File: src/rtl/fwpr_cfg.svh
// fwpr_cfg.svh: offsets, field positions, reset values of the flash
// write protection block; assumes byte addresses on a 32-bit bus.
`ifndef FWPR_CFG_SVH
`define FWPR_CFG_SVH

`define FWPR_OFF_PROT 8'h00
`define FWPR_OFF_STAT 8'h04
`define FWPR_OFF_IST 8'h08
`define FWPR_OFF_IMASK 8'h0C
`define FWPR_OFF_CMD 8'h10

`define FWPR_OPEN_BIT 0
`define FWPR_SIZE_HI 7
`define FWPR_SIZE_LO 1
`define FWPR_VIOL_BIT 5
`define FWPR_EV_VIOL 0
`define FWPR_EV_ISSUE 1
`define FWPR_CMD_KIND_HI 25
`define FWPR_CMD_KIND_LO 24
`define FWPR_SECT_LSB 11

`define FWPR_PROT_RST 8'h00
`define FWPR_EV_RST 2'h0
`define FWPR_FULL_UNITS 8'h80
`define FWPR_OPEN_UNITS 7'h7F

`endif

File: src/rtl/fwpr_pkg.sv
// fwpr_pkg: types and the protected-span decode of the protection block;
// assumes fwpr_cfg.svh is on the include path.
`include "fwpr_cfg.svh"

package fwpr_pkg;

  typedef enum logic [0:0] {
    FWPR_BUS_IDLE = 1'b0,
    FWPR_BUS_ACK = 1'b1
  } fwpr_bus_t;

  typedef enum logic [1:0] {
    FWPR_CMD_NONE = 2'b00,
    FWPR_CMD_PROG = 2'b01,
    FWPR_CMD_SECT = 2'b10,
    FWPR_CMD_MASS = 2'b11
  } fwpr_cmd_t;

  // protected span in 2 KB units counted up from the array base
  function automatic logic [7:0] fwpr_units(input logic [7:0] v);
    if (!v[`FWPR_OPEN_BIT]) begin
      return `FWPR_FULL_UNITS;
    end
    return {1'b0, `FWPR_OPEN_UNITS - v[`FWPR_SIZE_HI:`FWPR_SIZE_LO]};
  endfunction

endpackage

File: src/rtl/fwpr_limit.sv
// fwpr_limit: decides whether an array offset lies in the protected span;
// assumes the protection byte and offset are stable in the same cycle.
`timescale 1ns/10ps
`include "fwpr_cfg.svh"

module fwpr_limit (
  // protection byte
  input wire logic [7:0] prot_i,
  // array offset from base
  input wire logic [17:0] offset_i,
  // decode results
  output logic hit_o,
  output logic any_o
);

  logic [7:0] units;

  always_comb begin
    units = fwpr_pkg::fwpr_units(prot_i);
    // offset below limit means sector index below span
    hit_o = {1'b0, offset_i[17:`FWPR_SECT_LSB]} < units;
    any_o = units != 8'h00;
  end

endmodule

File: src/rtl/fwpr_top.sv
// Contract
// - with the open bit clear the whole 256 KB array counts as protected.
// - with the open bit set the size field gives a span from the base, 0x00 being 254 KB, 2 KB less per step, 0x7F none.
// - the protection register is one byte, size field in bits 7 to 1 and the open bit in bit 0.
// - a write to the protection register takes effect only if it does not shrink the span.
// - after reset the protection register is loaded from the stored protection byte.
// - a program or erase aimed at a protected offset is not issued and sets the violation flag.
// - a mass erase is refused while any sector is protected.
// - the violation flag clears only by writing one to it, and while set no command is launched.
//
// fwpr_top: flash write protection with a classic Wishbone slave;
// assumes a single-beat master and the array holding stored_prot_i stable.
`timescale 1ns/10ps
`include "fwpr_cfg.svh"

module fwpr_top (
  // clock and reset
  input wire logic clk_i,
  input wire logic rst_i,
  // wishbone slave
  input wire logic wb_cyc_i,
  input wire logic wb_stb_i,
  input wire logic wb_we_i,
  input wire logic [7:0] wb_adr_i,
  input wire logic [3:0] wb_sel_i,
  input wire logic [31:0] wb_dat_i,
  output logic [31:0] wb_dat_o,
  output logic wb_ack_o,
  // stored protection byte from the configuration field
  input wire logic [7:0] stored_prot_i,
  // command towards the array
  output logic cmd_valid_o,
  output logic [1:0] cmd_kind_o,
  output logic [17:0] cmd_addr_o,
  // interrupt
  output logic irq_o
);

  fwpr_pkg::fwpr_bus_t bus_state;
  fwpr_pkg::fwpr_bus_t next_bus_state;
  logic [31:0] next_wb_dat;
  logic next_wb_ack;

  logic [7:0] prot;
  logic [7:0] next_prot;
  logic loaded;
  logic next_loaded;
  logic viol;
  logic next_viol;
  logic [1:0] ist;
  logic [1:0] next_ist;
  logic [1:0] imask;
  logic [1:0] next_imask;
  logic next_irq;

  logic next_cmd_valid;
  logic [1:0] next_cmd_kind;
  logic [17:0] next_cmd_addr;

  logic req;
  logic wr_en;
  logic prot_wr;
  logic cmd_wr;
  logic stat_wr;
  logic ist_wr;
  logic imask_wr;
  logic hit;
  logic any_prot;
  logic set_viol;
  logic issue;
  logic [1:0] ev_set;
  logic [1:0] ev_clr;
  logic [1:0] wr_kind;
  logic [17:0] wr_off;

  fwpr_limit u_limit (
    .prot_i(prot),
    .offset_i(wr_off),
    .hit_o(hit),
    .any_o(any_prot)
  );

  // bus decode
  always_comb begin
    req = wb_cyc_i && wb_stb_i && (bus_state == fwpr_pkg::FWPR_BUS_IDLE);
    wr_en = req && wb_we_i;
    prot_wr = wr_en && wb_sel_i[0] && (wb_adr_i == `FWPR_OFF_PROT);
    stat_wr = wr_en && wb_sel_i[0] && (wb_adr_i == `FWPR_OFF_STAT);
    ist_wr = wr_en && wb_sel_i[0] && (wb_adr_i == `FWPR_OFF_IST);
    imask_wr = wr_en && wb_sel_i[0] && (wb_adr_i == `FWPR_OFF_IMASK);
    // partial writes to the command word would launch half a command
    cmd_wr = wr_en && (wb_sel_i == 4'hF) && (wb_adr_i == `FWPR_OFF_CMD);
    wr_kind = wb_dat_i[`FWPR_CMD_KIND_HI:`FWPR_CMD_KIND_LO];
    wr_off = wb_dat_i[17:0];
  end

  // bus state and read data
  always_comb begin
    next_bus_state = bus_state;
    next_wb_ack = 1'b0;
    next_wb_dat = wb_dat_o;
    case (bus_state)
      fwpr_pkg::FWPR_BUS_IDLE: begin
        if (req) begin
          next_bus_state = fwpr_pkg::FWPR_BUS_ACK;
          next_wb_ack = 1'b1;
          next_wb_dat = 32'h0000_0000;
          if (!wb_we_i) begin
            case (wb_adr_i)
              `FWPR_OFF_PROT: next_wb_dat = {24'h00_0000, prot};
              `FWPR_OFF_STAT: begin
                next_wb_dat[`FWPR_VIOL_BIT] = viol;
              end
              `FWPR_OFF_IST: next_wb_dat = {30'h0000_0000, ist};
              `FWPR_OFF_IMASK: next_wb_dat = {30'h0000_0000, imask};
              default: next_wb_dat = 32'h0000_0000;
            endcase
          end
        end
      end
      fwpr_pkg::FWPR_BUS_ACK: begin
        next_bus_state = fwpr_pkg::FWPR_BUS_IDLE;
      end
      default: begin
        next_bus_state = fwpr_pkg::FWPR_BUS_IDLE;
      end
    endcase
  end

  always_ff @(posedge clk_i) begin
    if (rst_i) begin
      bus_state <= fwpr_pkg::FWPR_BUS_IDLE;
      wb_ack_o <= 1'b0;
      wb_dat_o <= 32'h0000_0000;
    end else begin
      bus_state <= next_bus_state;
      wb_ack_o <= next_wb_ack;
      wb_dat_o <= next_wb_dat;
    end
  end

  // protection byte
  always_comb begin
    next_prot = prot;
    next_loaded = 1'b1;
    if (!loaded) begin
      // first edge after release, load wins over a bus write
      next_prot = stored_prot_i;
    end else if (prot_wr) begin
      if (fwpr_pkg::fwpr_units(wb_dat_i[7:0]) >=
          fwpr_pkg::fwpr_units(prot)) begin
        next_prot = wb_dat_i[7:0];
      end
    end
  end

  always_ff @(posedge clk_i) begin
    if (rst_i) begin
      // fully protected until the stored byte arrives
      prot <= `FWPR_PROT_RST;
      loaded <= 1'b0;
    end else begin
      prot <= next_prot;
      loaded <= next_loaded;
    end
  end

  // command check and violation flag
  always_comb begin
    set_viol = 1'b0;
    issue = 1'b0;
    next_cmd_valid = 1'b0;
    next_cmd_kind = cmd_kind_o;
    next_cmd_addr = cmd_addr_o;
    if (cmd_wr && !viol && loaded &&
        (wr_kind != fwpr_pkg::FWPR_CMD_NONE)) begin
      if (wr_kind == fwpr_pkg::FWPR_CMD_MASS) begin
        set_viol = any_prot;
      end else begin
        set_viol = hit;
      end
      issue = !set_viol;
    end
    if (issue) begin
      next_cmd_valid = 1'b1;
      next_cmd_kind = wr_kind;
      next_cmd_addr = (wr_kind == fwpr_pkg::FWPR_CMD_MASS) ?
                      18'h0_0000 : wr_off;
    end
    // set wins over a same-cycle clear
    next_viol = viol;
    if (stat_wr && wb_dat_i[`FWPR_VIOL_BIT]) begin
      next_viol = 1'b0;
    end
    if (set_viol) begin
      next_viol = 1'b1;
    end
  end

  always_ff @(posedge clk_i) begin
    if (rst_i) begin
      viol <= 1'b0;
      cmd_valid_o <= 1'b0;
      cmd_kind_o <= 2'h0;
      cmd_addr_o <= 18'h0_0000;
    end else begin
      viol <= next_viol;
      cmd_valid_o <= next_cmd_valid;
      cmd_kind_o <= next_cmd_kind;
      cmd_addr_o <= next_cmd_addr;
    end
  end

  // interrupt status, mask and line
  always_comb begin
    ev_set = `FWPR_EV_RST;
    ev_set[`FWPR_EV_VIOL] = set_viol;
    ev_set[`FWPR_EV_ISSUE] = issue;
    ev_clr = ist_wr ? wb_dat_i[1:0] : 2'h0;
    next_ist = (ist & ~ev_clr) | ev_set;
    next_imask = imask_wr ? wb_dat_i[1:0] : imask;
    next_irq = |(ist & imask);
  end

  always_ff @(posedge clk_i) begin
    if (rst_i) begin
      ist <= `FWPR_EV_RST;
      imask <= `FWPR_EV_RST;
      irq_o <= 1'b0;
    end else begin
      ist <= next_ist;
      imask <= next_imask;
      irq_o <= next_irq;
    end
  end

  // independent span check for span_outside_a below
  logic [6:0] chk_units;
  assign chk_units = `FWPR_OPEN_UNITS - cmd_addr_o[17:`FWPR_SECT_LSB];

  ack_one_beat_a: assert property (
    @(posedge clk_i) disable iff (rst_i)
    wb_ack_o |=> !wb_ack_o
  ) else $error("ack held longer than one cycle");

  ack_follows_req_a: assert property (
    @(posedge clk_i) disable iff (rst_i)
    req |=> wb_ack_o
  ) else $error("request not answered in one cycle");

  closed_blocks_all_a: assert property (
    @(posedge clk_i) disable iff (rst_i)
    cmd_valid_o |-> prot[`FWPR_OPEN_BIT]
  ) else $error("command issued while array fully protected");

  span_outside_a: assert property (
    @(posedge clk_i) disable iff (rst_i)
    cmd_valid_o && (cmd_kind_o != fwpr_pkg::FWPR_CMD_MASS) |->
      (prot[`FWPR_SIZE_HI:`FWPR_SIZE_LO] >= chk_units)
  ) else $error("command issued inside protected span");

  read_back_a: assert property (
    @(posedge clk_i) disable iff (rst_i)
    req && !wb_we_i && (wb_adr_i == `FWPR_OFF_PROT) |=>
      wb_dat_o == {24'h00_0000, $past(prot)}
  ) else $error("protection byte read back wrong");

  // equal spans may be rewritten: closed values all decode to 256 KB
  no_shrink_a: assert property (
    @(posedge clk_i) disable iff (rst_i)
    loaded && $past(loaded) && (prot != $past(prot)) |->
      fwpr_pkg::fwpr_units(prot) >= fwpr_pkg::fwpr_units($past(prot))
  ) else $error("protected span shrank");

  reset_load_a: assert property (
    @(posedge clk_i) disable iff (rst_i)
    !loaded |=> loaded && (prot == $past(stored_prot_i))
  ) else $error("stored byte not loaded after reset");

  hit_flags_a: assert property (
    @(posedge clk_i) disable iff (rst_i)
    cmd_wr && loaded && !viol && hit &&
      (wr_kind == fwpr_pkg::FWPR_CMD_PROG) |=>
      viol && !cmd_valid_o ##1 viol
  ) else $error("protected program not flagged");

  mass_refused_a: assert property (
    @(posedge clk_i) disable iff (rst_i)
    cmd_valid_o && (cmd_kind_o == fwpr_pkg::FWPR_CMD_MASS) |->
      $past(prot) == 8'hFF
  ) else $error("mass erase issued while protected");

  viol_sticky_a: assert property (
    @(posedge clk_i) disable iff (rst_i)
    viol && !(stat_wr && wb_dat_i[`FWPR_VIOL_BIT]) |=> viol
  ) else $error("violation flag cleared without a one");

  viol_blocks_a: assert property (
    @(posedge clk_i) disable iff (rst_i)
    viol && cmd_wr |=> !cmd_valid_o
  ) else $error("command launched while violation set");

  irq_level_a: assert property (
    @(posedge clk_i) disable iff (rst_i)
    !$past(rst_i) |-> irq_o == |($past(ist) & $past(imask))
  ) else $error("interrupt line does not follow status");

endmodule

File: config.mk
export PLATFORM = sky130hd
export DESIGN_NAME = fwpr_top
export DESIGN_NICKNAME = d
export VERILOG_FILES = /design/src/rtl/fwpr_pkg.sv /design/src/rtl/fwpr_limit.sv /design/src/rtl/fwpr_top.sv
export VERILOG_INCLUDE_DIRS = /design/src /design/src/rtl
export SDC_FILE = /design/constraint.sdc
export NUM_CORES = 1
export LEC_CHECK = 0
export BUFFER_PORTS_ARGS = -buffer_cell sky130_fd_sc_hd__buf_2
export CORE_MARGIN = 5
export CORE_UTILIZATION = 25
export DETAILED_ROUTE_END_ITERATION = 16
export PLACE_DENSITY = 0.49
export SYNTH_ARGS = -nofsm -noshare
export SYNTH_HDL_FRONTEND = slang
export SYNTH_SLANG_ARGS = --single-unit
File: constraint.sdc
create_clock -name clk_i -period 3.6 [get_ports clk_i]
set_input_delay 0.18 -clock clk_i [delete_from_list [all_inputs] [get_ports clk_i]]
set_output_delay 0.18 -clock clk_i [all_outputs]
set_load 0.05 [all_outputs]
==> reports/qor.yml, run 1 <==
design_area_um2: 3030
required_ns: 3.79
start_util_pct: 25.6
timing.slew.headroom_pct: 44.1
synth_warnings: 0
coreArea_um2: 9730
synth-seq-cells: 45
synthArstFlopShare_pct: 0
dp.final_hpwl_um: 5720
dp_cells: 482
drt_wl_total_um: 7230
synth-xor-area-share_pct: 0
path_clk_slew_ns: 0.08
dpl_cell_area_um2: 2930
n_fill_cell: 1049
leakagePower_uw: 0.00134
ios: 112
cp_slowest_stage_delay_ns: 0.63
worstSetupPathType: "flip-flop to flip-flop"
period_needed_ns: 2.54
ir_drop_uv: 190
synth.distinct_cells: 47
detail_route.wl_per_cell_um: 14.7
firstDrtPassIters: 4
final_util_pct: 31.1
fp.dieH_um: 110
crit_path_start: "prot[0]"
fmax_ghz: 0.393
use_met2_pct: 19.1
cts_max_path_buffers: 2
antenna_found_initial: 0
hp-start: "wb_dat_i[7]"
intPower_uw: 734
synth_top_family_by_area: "simple AND/OR/NAND/NOR gates"
grt_pass1_wl_um: 11300
postCtsResizedCells: 0
synth_ff_type: "dfxtp_1"
grt_setup_unrepaired: "false"
postSynthAreaPerCell_um2: 8.78
area_growth_pct: 21.7
setup_viol: 0
synthMuxAreaShare_pct: 2.92
cp-end-kind: "flip-flop"
hold_path.class: "input port to flip-flop"
cp_top_family: "simple AND/OR/NAND/NOR gates"
timing.setup.tns_ns: 0
viasPerCell: 4.60
synth-adder-area-share_pct: 7.05
route.detailed.drc: 0
powerDensity_nw_per_um2: 347
synth_edf_count: 0
yosys.area_share.simple_pct: 25.3
htree_levels: 2
gr-usage-met3_pct: 2.88
status: "complete, no violations"
port_buffers: 75
diodes: 0
worst_slew_pin_slew_ns: 0.837
die_w_um: 110
fin_crit_sh_pct: 70.6
grt_util_met1_pct: 16.3
gr-usage-all-layers_pct: 12.0
worstPathArrival_ns: 2.74
crit_buf_inv: 2
power.clock.fraction_pct: 33.1
grt_max_degree: 25
p_comb_share_pct: 18.1
num-nets-final: 427
cts_hold_buf: 0
clkLatencyLatePin_ns: 0.29
cts_tree: "done"
cpMostUsedCell: "buf_4"
design.die.area_um2: 12000
vias: 2253
grt_pass1_vias: 2185
numCtsBuffers: 5
final_cells: 490
switching_power_uw: 317
drt.antenna.violating_nets: 0
yosysSeqAreaShare_pct: 36.2
maxSlewViolCount: 0
cts_sinks: 45
drt_iter0_drc: 72
maxCapViolations: 0
post_cts_buffers: 0
slowest_stage: "dfxtp_1"
num_rows: 36
routabilityCongestion: 0.843
synth_compound_area_share_pct: 18.4
critPathMaxFanout: 19
drive_gt1_share_pct: 31.1
seq_power_share_pct: 48.8
grt_overflow: 0
cp_cell_sequence: "nand2b_1, ha_1, nand3_1, nor3_1, a211oi_2, buf_4, nand4b_1, buf_4, a31o_2"
p_sw_share_pct: 30.2
whs_ns: 0.148
synthCells: 283
cts-root-buf: "clkbuf_8"
r2r-start: "prot[0]"
finalClockSkew_ns: 0.00332
grt-busiest-layer: "met2"
synth_area_um2: 2490
critPathLaunchType: "flip-flop"
hold_viol_final: 0
[through the flow]
| stage | setup slack [ns] | power, uW |
|---|---|---|
| global placement | 1.14 | 712 |
| global route | 0.819 | 1110 |
| detailed placement | 1.10 | 714 |
| CTS | 1.06 | 1060 |
| floorplan | 1.32 | 673 |
| finish | 1.06 | 1050 |
[layout by cell type (no fill, tap or decap), types with 2 or more instances in the layout]
cell type	n
a21oi_1	12
a221o_1	8
a22oi_1	8
a31o_1	9
a31o_2	9
and2_1	9
buf_2	75
buf_4	5
clkbuf_8	7
conb_1	24
dfxtp_1	45
ha_1	14
inv_1	3
mux2_2	2
mux2i_1	5
nand2_1	26
nand2b_1	7
nand3_1	4
nand4_1	4
nand4b_1	2
nor2_1	26
nor3_1	22
nor4_1	2
o21ai_0	4
o41ai_1	2
or4_1	2
[metal layers]
layer,routed length (um),vias up
met5,0,-
met3,501,7
met1,3400,1042
met2,3270,79
met4,59,0
li1,-,1125
[state kept, by name (all words and copies together) (netlist names)]
name	flops
cmd_addr_o	18
cmd_kind_o	2
cmd_valid_o	1
imask	2
irq_o	1
ist	2
loaded	1
prot	8
viol	1
wb_ack_o	1
wb_dat_o	8
[synthesized netlist by cell type (7+ instances only)]
cell type | instances | area [um^2]
a21oi_1 | 12 | 60.1
a221o_1 | 8 | 80.1
a22oi_1 | 8 | 60.1
a31o_1 | 9 | 78.8
a31o_2 | 9 | 78.8
and2_1 | 9 | 56.3
buf_4 | 24 | 180
clkbuf_1 | 10 | 37.5
dfxtp_1 | 45 | 901
ha_1 | 14 | 175
nand2_1 | 26 | 97.6
nand2b_1 | 7 | 43.8
nor2_1 | 26 | 97.6
nor3_1 | 22 | 110
[final cells by class]
class	count	area [um^2]	share of cell area, %
clock buffer	7	96.3	3.18
sequential	45	901	29.8
clock inverter	1	5.00	0.165
multi-input combinational	220	1430	47.3
inverter	4	15.0	0.496
tap	133	166	5.50
timing repair buffer	80	413	13.6
[power groups by stage]
stage,Sequential (uW),Clock (uW),Combinational (uW)
3_5_place_dp,525,0,190
3_3_place_gp,524,0,187
5_1_grt,515,384,209
2_1_floorplan,521,0,151
4_1_cts,513,361,191
6_report,513,347,191
[logic make-up after synthesis]
kind of cell | count (synthesis)
muxes | 7
other | 1
AOI/OAI and AO/OA | 58
buffers and inverters | 41
and+or+nand+nor | 117
adders and majority gates | 14
DFF | 45
[worst paths after layout]
check / endpoint / slack, ns / cells past startpoint
min reg2reg: cmd_kind_o[0] / 0.47 / 2
max reg2reg: cmd_addr_o[11] / 1.06 / 9
max: cmd_addr_o[11] / 1.06 / 9
min: prot[7] / 0.15 / 2
No activity file was read; power rests on OpenSTA's default activity.
==> run 2, diff against run 1 <==
==> constraint.sdc (replaced) <==
create_clock -name clk_i -period 2.6 [get_ports clk_i]
set_input_delay 0.13 -clock clk_i [delete_from_list [all_inputs] [get_ports clk_i]]
set_output_delay 0.13 -clock clk_i [all_outputs]
set_load 0.05 [all_outputs]
==> run 2 against run 1 <==
Against the previous run:
- design area up 1.6%
- highest routed layer unchanged
- global-route usage increased by 0.32 points
- wire length is 2.9% higher
- non-clock buffer count increased by 3
- flip-flop and latch count unchanged
==> reports/qor.yml, run 2 (same netlist as run 1, synthesis figures left out) <==
dp.final_hpwl_um: 5830  # +2.0%
fp.dieH_um: 110  # unchanged
hold_viol_final: 0  # unchanged
design.die.area_um2: 12000  # unchanged
drt.antenna.violating_nets: 0  # unchanged
final_cell_mix: "75 x buf_2, 45 x dfxtp_1, 26 x nor2_1, 26 x nand2_1, 24 x conb_1"
postCtsResizedCells: 0  # unchanged
cts_max_path_buffers: 2  # unchanged
fin_crit_sh_pct: 92.1  # +21 points
status: "complete, no violations"
hold_path.class: "input port to flip-flop"
clkLatencyLatePin_ns: 0.31  # +0.02 ns
grt_max_degree: 24  # -4.0%
gr-usage-all-layers_pct: 12.3  # +0.32 points
grt_setup_unrepaired: "false"
whs_ns: 0.0998  # -0.0486 ns
antenna_found_initial: 0  # unchanged
drive_gt1_share_pct: 31.7  # +0.57 points
setup_viol: 0  # unchanged
cts-root-buf: "clkbuf_8"
timing.setup.tns_ns: 0  # unchanged
fmax_ghz: 0.418  # +6.2%
fin_ws_ns: 0.205  # -0.852 ns
p_sw_share_pct: 30.5  # +0.32 points
dpl_cell_area_um2: 2960  # +1.2%
leakagePower_uw: 0.00137  # +1.5%
seq_power_share_pct: 46.3  # -2.5 points
period_needed_ns: 2.39  # -0.148 ns
final_common_cell: "buf_2"
powerDensity_nw_per_um2: 498  # +44%
viasPerCell: 4.60  # about the same
num_rows: 36  # unchanged
design_area_um2: 3080  # +1.6%
drt_iter0_drc: 68  # -5.6%
maxSlewViolCount: 0  # unchanged
routabilityCongestion: 0.855  # +1.4%
cp-end-kind: "flip-flop"
area_growth_pct: 23.7
p_comb_share_pct: 17.5  # -0.6 points
die_w_um: 110  # unchanged
start_util_pct: 25.6  # unchanged
critPathMaxFanout: 10  # -9
switching_power_uw: 468  # +47%
final_cells: 493  # +0.61%
grt_pass1_wl_um: 11500  # +1.5%
cts_tree: "done"
worstSetupPathType: "flip-flop to flip-flop"
grt_overflow: 0  # unchanged
worstPathArrival_ns: 2.60  # -0.14 ns
vias: 2267  # +0.62%
finalClockSkew_ns: 0.0115  # +0.00822 ns
reg_top3: "cmd_addr_o: 18 flops, prot: 8 flops, wb_dat_o: 8 flops"
firstDrtPassIters: 4  # unchanged
pre_cts_slack_ns: 0.261  # -0.843 ns
num-nets-final: 430  # +0.70%
maxCapViolations: 0  # unchanged
intPower_uw: 1070  # +45%
ir_drop_uv: 314  # +65%
cts_hold_buf: 0  # unchanged
hold_depth: 2  # unchanged
post_cts_buffers: 0  # unchanged
largest_reg_flops: 18  # unchanged
htree_levels: 2  # unchanged
cts_sinks: 45  # unchanged
route.detailed.drc: 0  # unchanged
grt_pass1_vias: 2206  # +0.96%
drt_wl_total_um: 7440  # +2.9%
power.clock.fraction_pct: 36.2  # +3.1 points
path_clk_slew_ns: 0.10  # +0.02 ns
critPathLaunchType: "flip-flop"
numCtsBuffers: 5  # unchanged
coreArea_um2: 9730  # unchanged
required_ns: 2.80  # -0.99 ns
ios: 112  # unchanged
dp_cells: 485  # +0.62%
rrSetupSlack_ns: 0.21  # -0.85 ns
reg2reg_depth: 7  # -2
port_buffers: 75  # unchanged
diodes: 0  # unchanged
detail_route.wl_per_cell_um: 15.1  # +2.3%
regMostFlops: "cmd_addr_o"
[run 2: changes by cell type in the layout (fill, tap and decap cells not counted), sizes merged]
cell | before | now
buf | 80 | 83
clkbuf | 7 | 5
bufinv | 0 | 1
clkinvlp | 0 | 1
[run 2: power groups by stage]
stage / Clock, uW / Combinational, uW / Sequential [uW]
final: 555 / 268 / 710
after detailed placement: 0 / 267 / 726
after global placement: 0 / 264 / 726
after global routing: 599 / 296 / 712
after CTS: 571 / 268 / 710
after floorplan: 0 / 209 / 722
[run 2: stage by stage]
step           total power [uW]  utilization [%]
2_1_floorplan               931                -
3_3_place_gp                990             30.4
3_5_place_dp                992             30.4
4_1_cts                    1550             31.6
5_1_grt                    1610             31.6
6_report                   1530             31.6
[run 2: path summary, 6_finish.rpt]
check / start / to
max: prot[0] / prot[1]
min: wb_dat_i[7] / prot[7]
max reg2reg: prot[0] / prot[1]
min reg2reg: cmd_kind_o[1] / cmd_kind_o[1]
[run 2: final cells by class]
type	count	area (um^2)
flip-flops and latches	45	901
inverters	4	15.0
clock inverters	3	46.3
well taps	133	166
fillers	1065	6650
repair buffers	83	448
clock buffers	5	68.8
multi-input cells	220	1430
[run 2: metal layers]
metal	wire length, um	GRT usage, %	vias up	share of wire, %
met4	46	2.67	0	0.62
li1	-	-	1134	-
met3	473	3.35	4	6.4
met2	3370	19.8	69	45
met1	3550	16.5	1060	48
met5	0	0	-	0
[run 2: critical path: stages (launching register included)]
cell	delay, ns
dfxtp_1	0.54
nand2b_1	0.18
ha_1	0.31
or3_1	0.10
a21oi_1	0.06
o31a_1	0.36
o311a_4	0.38
a221o_1	0.36
==> run 3, diff against run 2 <==
--- a/config.mk
+++ b/config.mk
@@ -6,11 +6,12 @@
 export SDC_FILE = /design/constraint.sdc
 export NUM_CORES = 1
 export LEC_CHECK = 0
+export ABC_AREA = 1
 export BUFFER_PORTS_ARGS = -buffer_cell sky130_fd_sc_hd__buf_2
 export CORE_MARGIN = 5
 export CORE_UTILIZATION = 25
 export DETAILED_ROUTE_END_ITERATION = 16
-export PLACE_DENSITY = 0.49
+export PLACE_DENSITY = 0.48
 export SYNTH_ARGS = -nofsm -noshare
 export SYNTH_HDL_FRONTEND = slang
 export SYNTH_SLANG_ARGS = --single-unit
==> run 3 against run 2 <==
Against the previous run:
- hold slack better by 0.066 ns
- largest power group is now clock
- largest cell class unchanged
- design area up 12%
- sequential power about the same
- setup slack better by 0.17 ns
- clock-buffer cell count up 1
- synthesized cell count up 61%
- non-clock buffer count down 4
- register-to-register slack better by 0.17 ns
- die area up 14%
- maximum frequency up 7.7%
- global-route usage up 0.068 points
- critical path depth up 3
==> reports/qor.yml, run 3 <==
status: "complete, no violations"
fmax_ghz: 0.450  # +7.7%
synth_area_um2: 2860  # +15%
fin_crit_sh_pct: 85.6  # -6.6 points
diodes: 0  # unchanged
synth_edf_count: 0  # unchanged
clkLatencyLatePin_ns: 0.28  # -0.03 ns
crit_end: "viol"
synth_ff_type: "dfxtp_1"
fp.dieH_um: 117  # +6.6%
path_clk_slew_ns: 0.06  # -0.04 ns
setup_viol: 0  # unchanged
vias: 2808  # +24%
ir_drop_uv: 232  # -26%
period_needed_ns: 2.22  # -0.170 ns
synth-xor-area-share_pct: 0  # unchanged
routabilityCongestion: 0.803  # -6.1%
firstDrtPassIters: 4  # unchanged
worstPathArrival_ns: 2.44  # -0.16 ns
yosysSeqAreaShare_pct: 31.5  # -4.8 points
drt_iter0_drc: 123  # +81%
timing.setup.tns_ns: 0  # unchanged
htree_levels: 2  # unchanged
gr-usage-all-layers_pct: 12.4  # +0.068 points
dp.final_hpwl_um: 6370  # +9.2%
synth_compound_area_share_pct: 6.16  # -12 points
drt_wl_total_um: 8130  # +9.3%
cts-root-buf: "clkbuf_16"
route.detailed.drc: 0  # unchanged
largest_reg_flops: 18  # unchanged
rrSetupSlack_ns: 0.38  # +0.17 ns
synth-seq-cells: 45  # unchanged
regMostFlops: "cmd_addr_o"
viasPerCell: 4.20  # -8.6%
final_cell_mix: "142 x nand2_1, 75 x buf_2, 58 x nor2_1, 57 x inv_1, 45 x dfxtp_1"
powerDensity_nw_per_um2: 508  # +1.9%
synth.distinct_cells: 29  # -38%
cp_cell_sequence: "nand2_1, ha_1, a21oi_1, nor2_1, a21oi_1, nand3_1, buf_4, nand2_1, nand2_1, a21oi_1"
whs_ns: 0.165  # +0.0655 ns
cts_sinks: 45  # unchanged
synth_area_leader_cell: "dfxtp_1"
num_rows: 39  # +8.3%
slowest_stage: "dfxtp_1"
critPathLaunchType: "flip-flop"
synth_top_family_by_area: "simple AND/OR/NAND/NOR gates"
start_util_pct: 25.3  # -0.27 points
r2r-start: "prot[0]"
maxCapViolations: 0  # unchanged
reg_top3: "cmd_addr_o: 18 flops, prot: 8 flops, wb_dat_o: 8 flops"
numCtsBuffers: 5  # unchanged
area_growth_pct: 20.3
yosys.area_share.simple_pct: 37.5  # +12 points
grt_overflow: 0  # unchanged
hold_path.class: "input port to flip-flop"
postSynthAreaPerCell_um2: 6.29  # -28%
worst_slew_pin_slew_ns: 0.929
grt_pass1_wl_um: 13400  # +17%
detail_route.wl_per_cell_um: 12.2  # -19%
timing.slew.headroom_pct: 38.0
hold_viol_final: 0  # unchanged
antenna_found_initial: 0  # unchanged
finalClockSkew_ns: 0.00652  # -0.00502 ns
netlist.area_leader.share_pct: 31.5  # -4.8 points
grt_pass1_vias: 2821  # +28%
cts_max_path_buffers: 2  # unchanged
ys_top_cells_by_area: "dfxtp_1 31%, nand2_1 19%, nor2_1 7.6%, inv_1 7.5%, buf_4 6.6%"
grt_setup_unrepaired: "false"
coreArea_um2: 11300  # +16%
drt.antenna.violating_nets: 0  # unchanged
synth_warnings: 0  # unchanged
drive_gt1_share_pct: 20.0  # -12 points
cp-end-kind: "flip-flop"
timing.rr.end: "viol"
synthCells: 455  # +61%
design.die.area_um2: 13700  # +14%
cts_tree: "done"
cts_hold_buf: 0  # unchanged
ios: 112  # unchanged
required_ns: 2.81  # about the same
synthArstFlopShare_pct: 0  # unchanged
crit_path_start: "prot[0]"
synth.most_common_cell: "nand2_1"
port_buffers: 75  # unchanged
yosys-top-cells-count: "142 x nand2_1, 58 x nor2_1, 57 x inv_1, 45 x dfxtp_1"
final_common_cell: "nand2_1"
leakagePower_uw: 0.00178  # +31%
totalPowerFinal_uw: 1750  # +14%
die_w_um: 117  # +6.6%
hold_depth: 5  # +3
grt_max_degree: 30  # +25%
critPathMaxFanout: 21  # +11
synthMuxAreaShare_pct: 0  # -2.9 points
reg2reg_depth: 10  # +3
worstSetupPathType: "flip-flop to flip-flop"
synth-adder-area-share_pct: 6.12  # -0.93 points
num-nets-final: 595  # +38%
maxSlewViolCount: 0  # unchanged
cp_slowest_stage_delay_ns: 0.62  # +0.08 ns
run 3: routing by layer:
layer	routed length [um]	GRT usage, %
met5	0	0
met3	499	2.78
met1	3620	15.3
met2	3950	21.4
met4	57	3.90
run 3: critical path, delay by kind of cell, from the launching register on:
family          cells  cell delay (ns)
flops               1             0.62
simple gates        5             0.52
compound gates      3             0.44
fa+ha+maj           1             0.32
buf+inv             1             0.25
run 3: area by class of cell:
type / count / area, um^2
clock buffer: 6 / 129
timing repair buffer: 79 / 405
sequential: 45 / 901
multi-input combinational: 322 / 1520
fill: 1311 / 7880
clock inverter: 2 / 38.8
inverter: 71 / 267
tap: 143 / 179
run 3: cells by family (layout without fill, tap and decap cells):
logic type | count (synthesis) | in the layout
and+or+nand+nor | 253 | 253
buffers and inverters | 111 | 158
DFF | 45 | 45
AOI/OAI and AO/OA | 31 | 31
adders and majority gates | 14 | 14
other | 1 | 24
run 3: timing repair:
item | in CTS | in global routing
endpoints found under the setup margin | 0 | 2
buffers inserted | 0 | 0
gates resized for setup | 0 | 1
run 3: where the power goes:
group,leakage [uW],total [uW],switching [uW],internal (uW)
combinational,0.00134,316,229,86.9
clock,0.0000810,721,265,456
sequential,0.000365,712,11.8,700
run 3: worst min-delay path by stage:
stage                  endpoint             start
floorplan              imask[1]       wb_dat_i[1]
global placement    wb_dat_o[7]       wb_dat_o[7]
detailed placement      prot[7]  stored_prot_i[7]
CTS                     prot[7]  stored_prot_i[7]
global route           imask[1]       wb_dat_i[1]
finish                  prot[7]  stored_prot_i[7]
run 3: per-stage QoR:
step	area, um^2	instances	util, %	setup WS (ns)
after floorplan	2950	478	-	0.647
after global placement	3270	660	28.9	0.365
after detailed placement	3270	660	28.9	0.292
after CTS	3440	668	30.3	0.275
after global routing	3440	668	30.4	0.137
final	3440	668	30.4	0.375
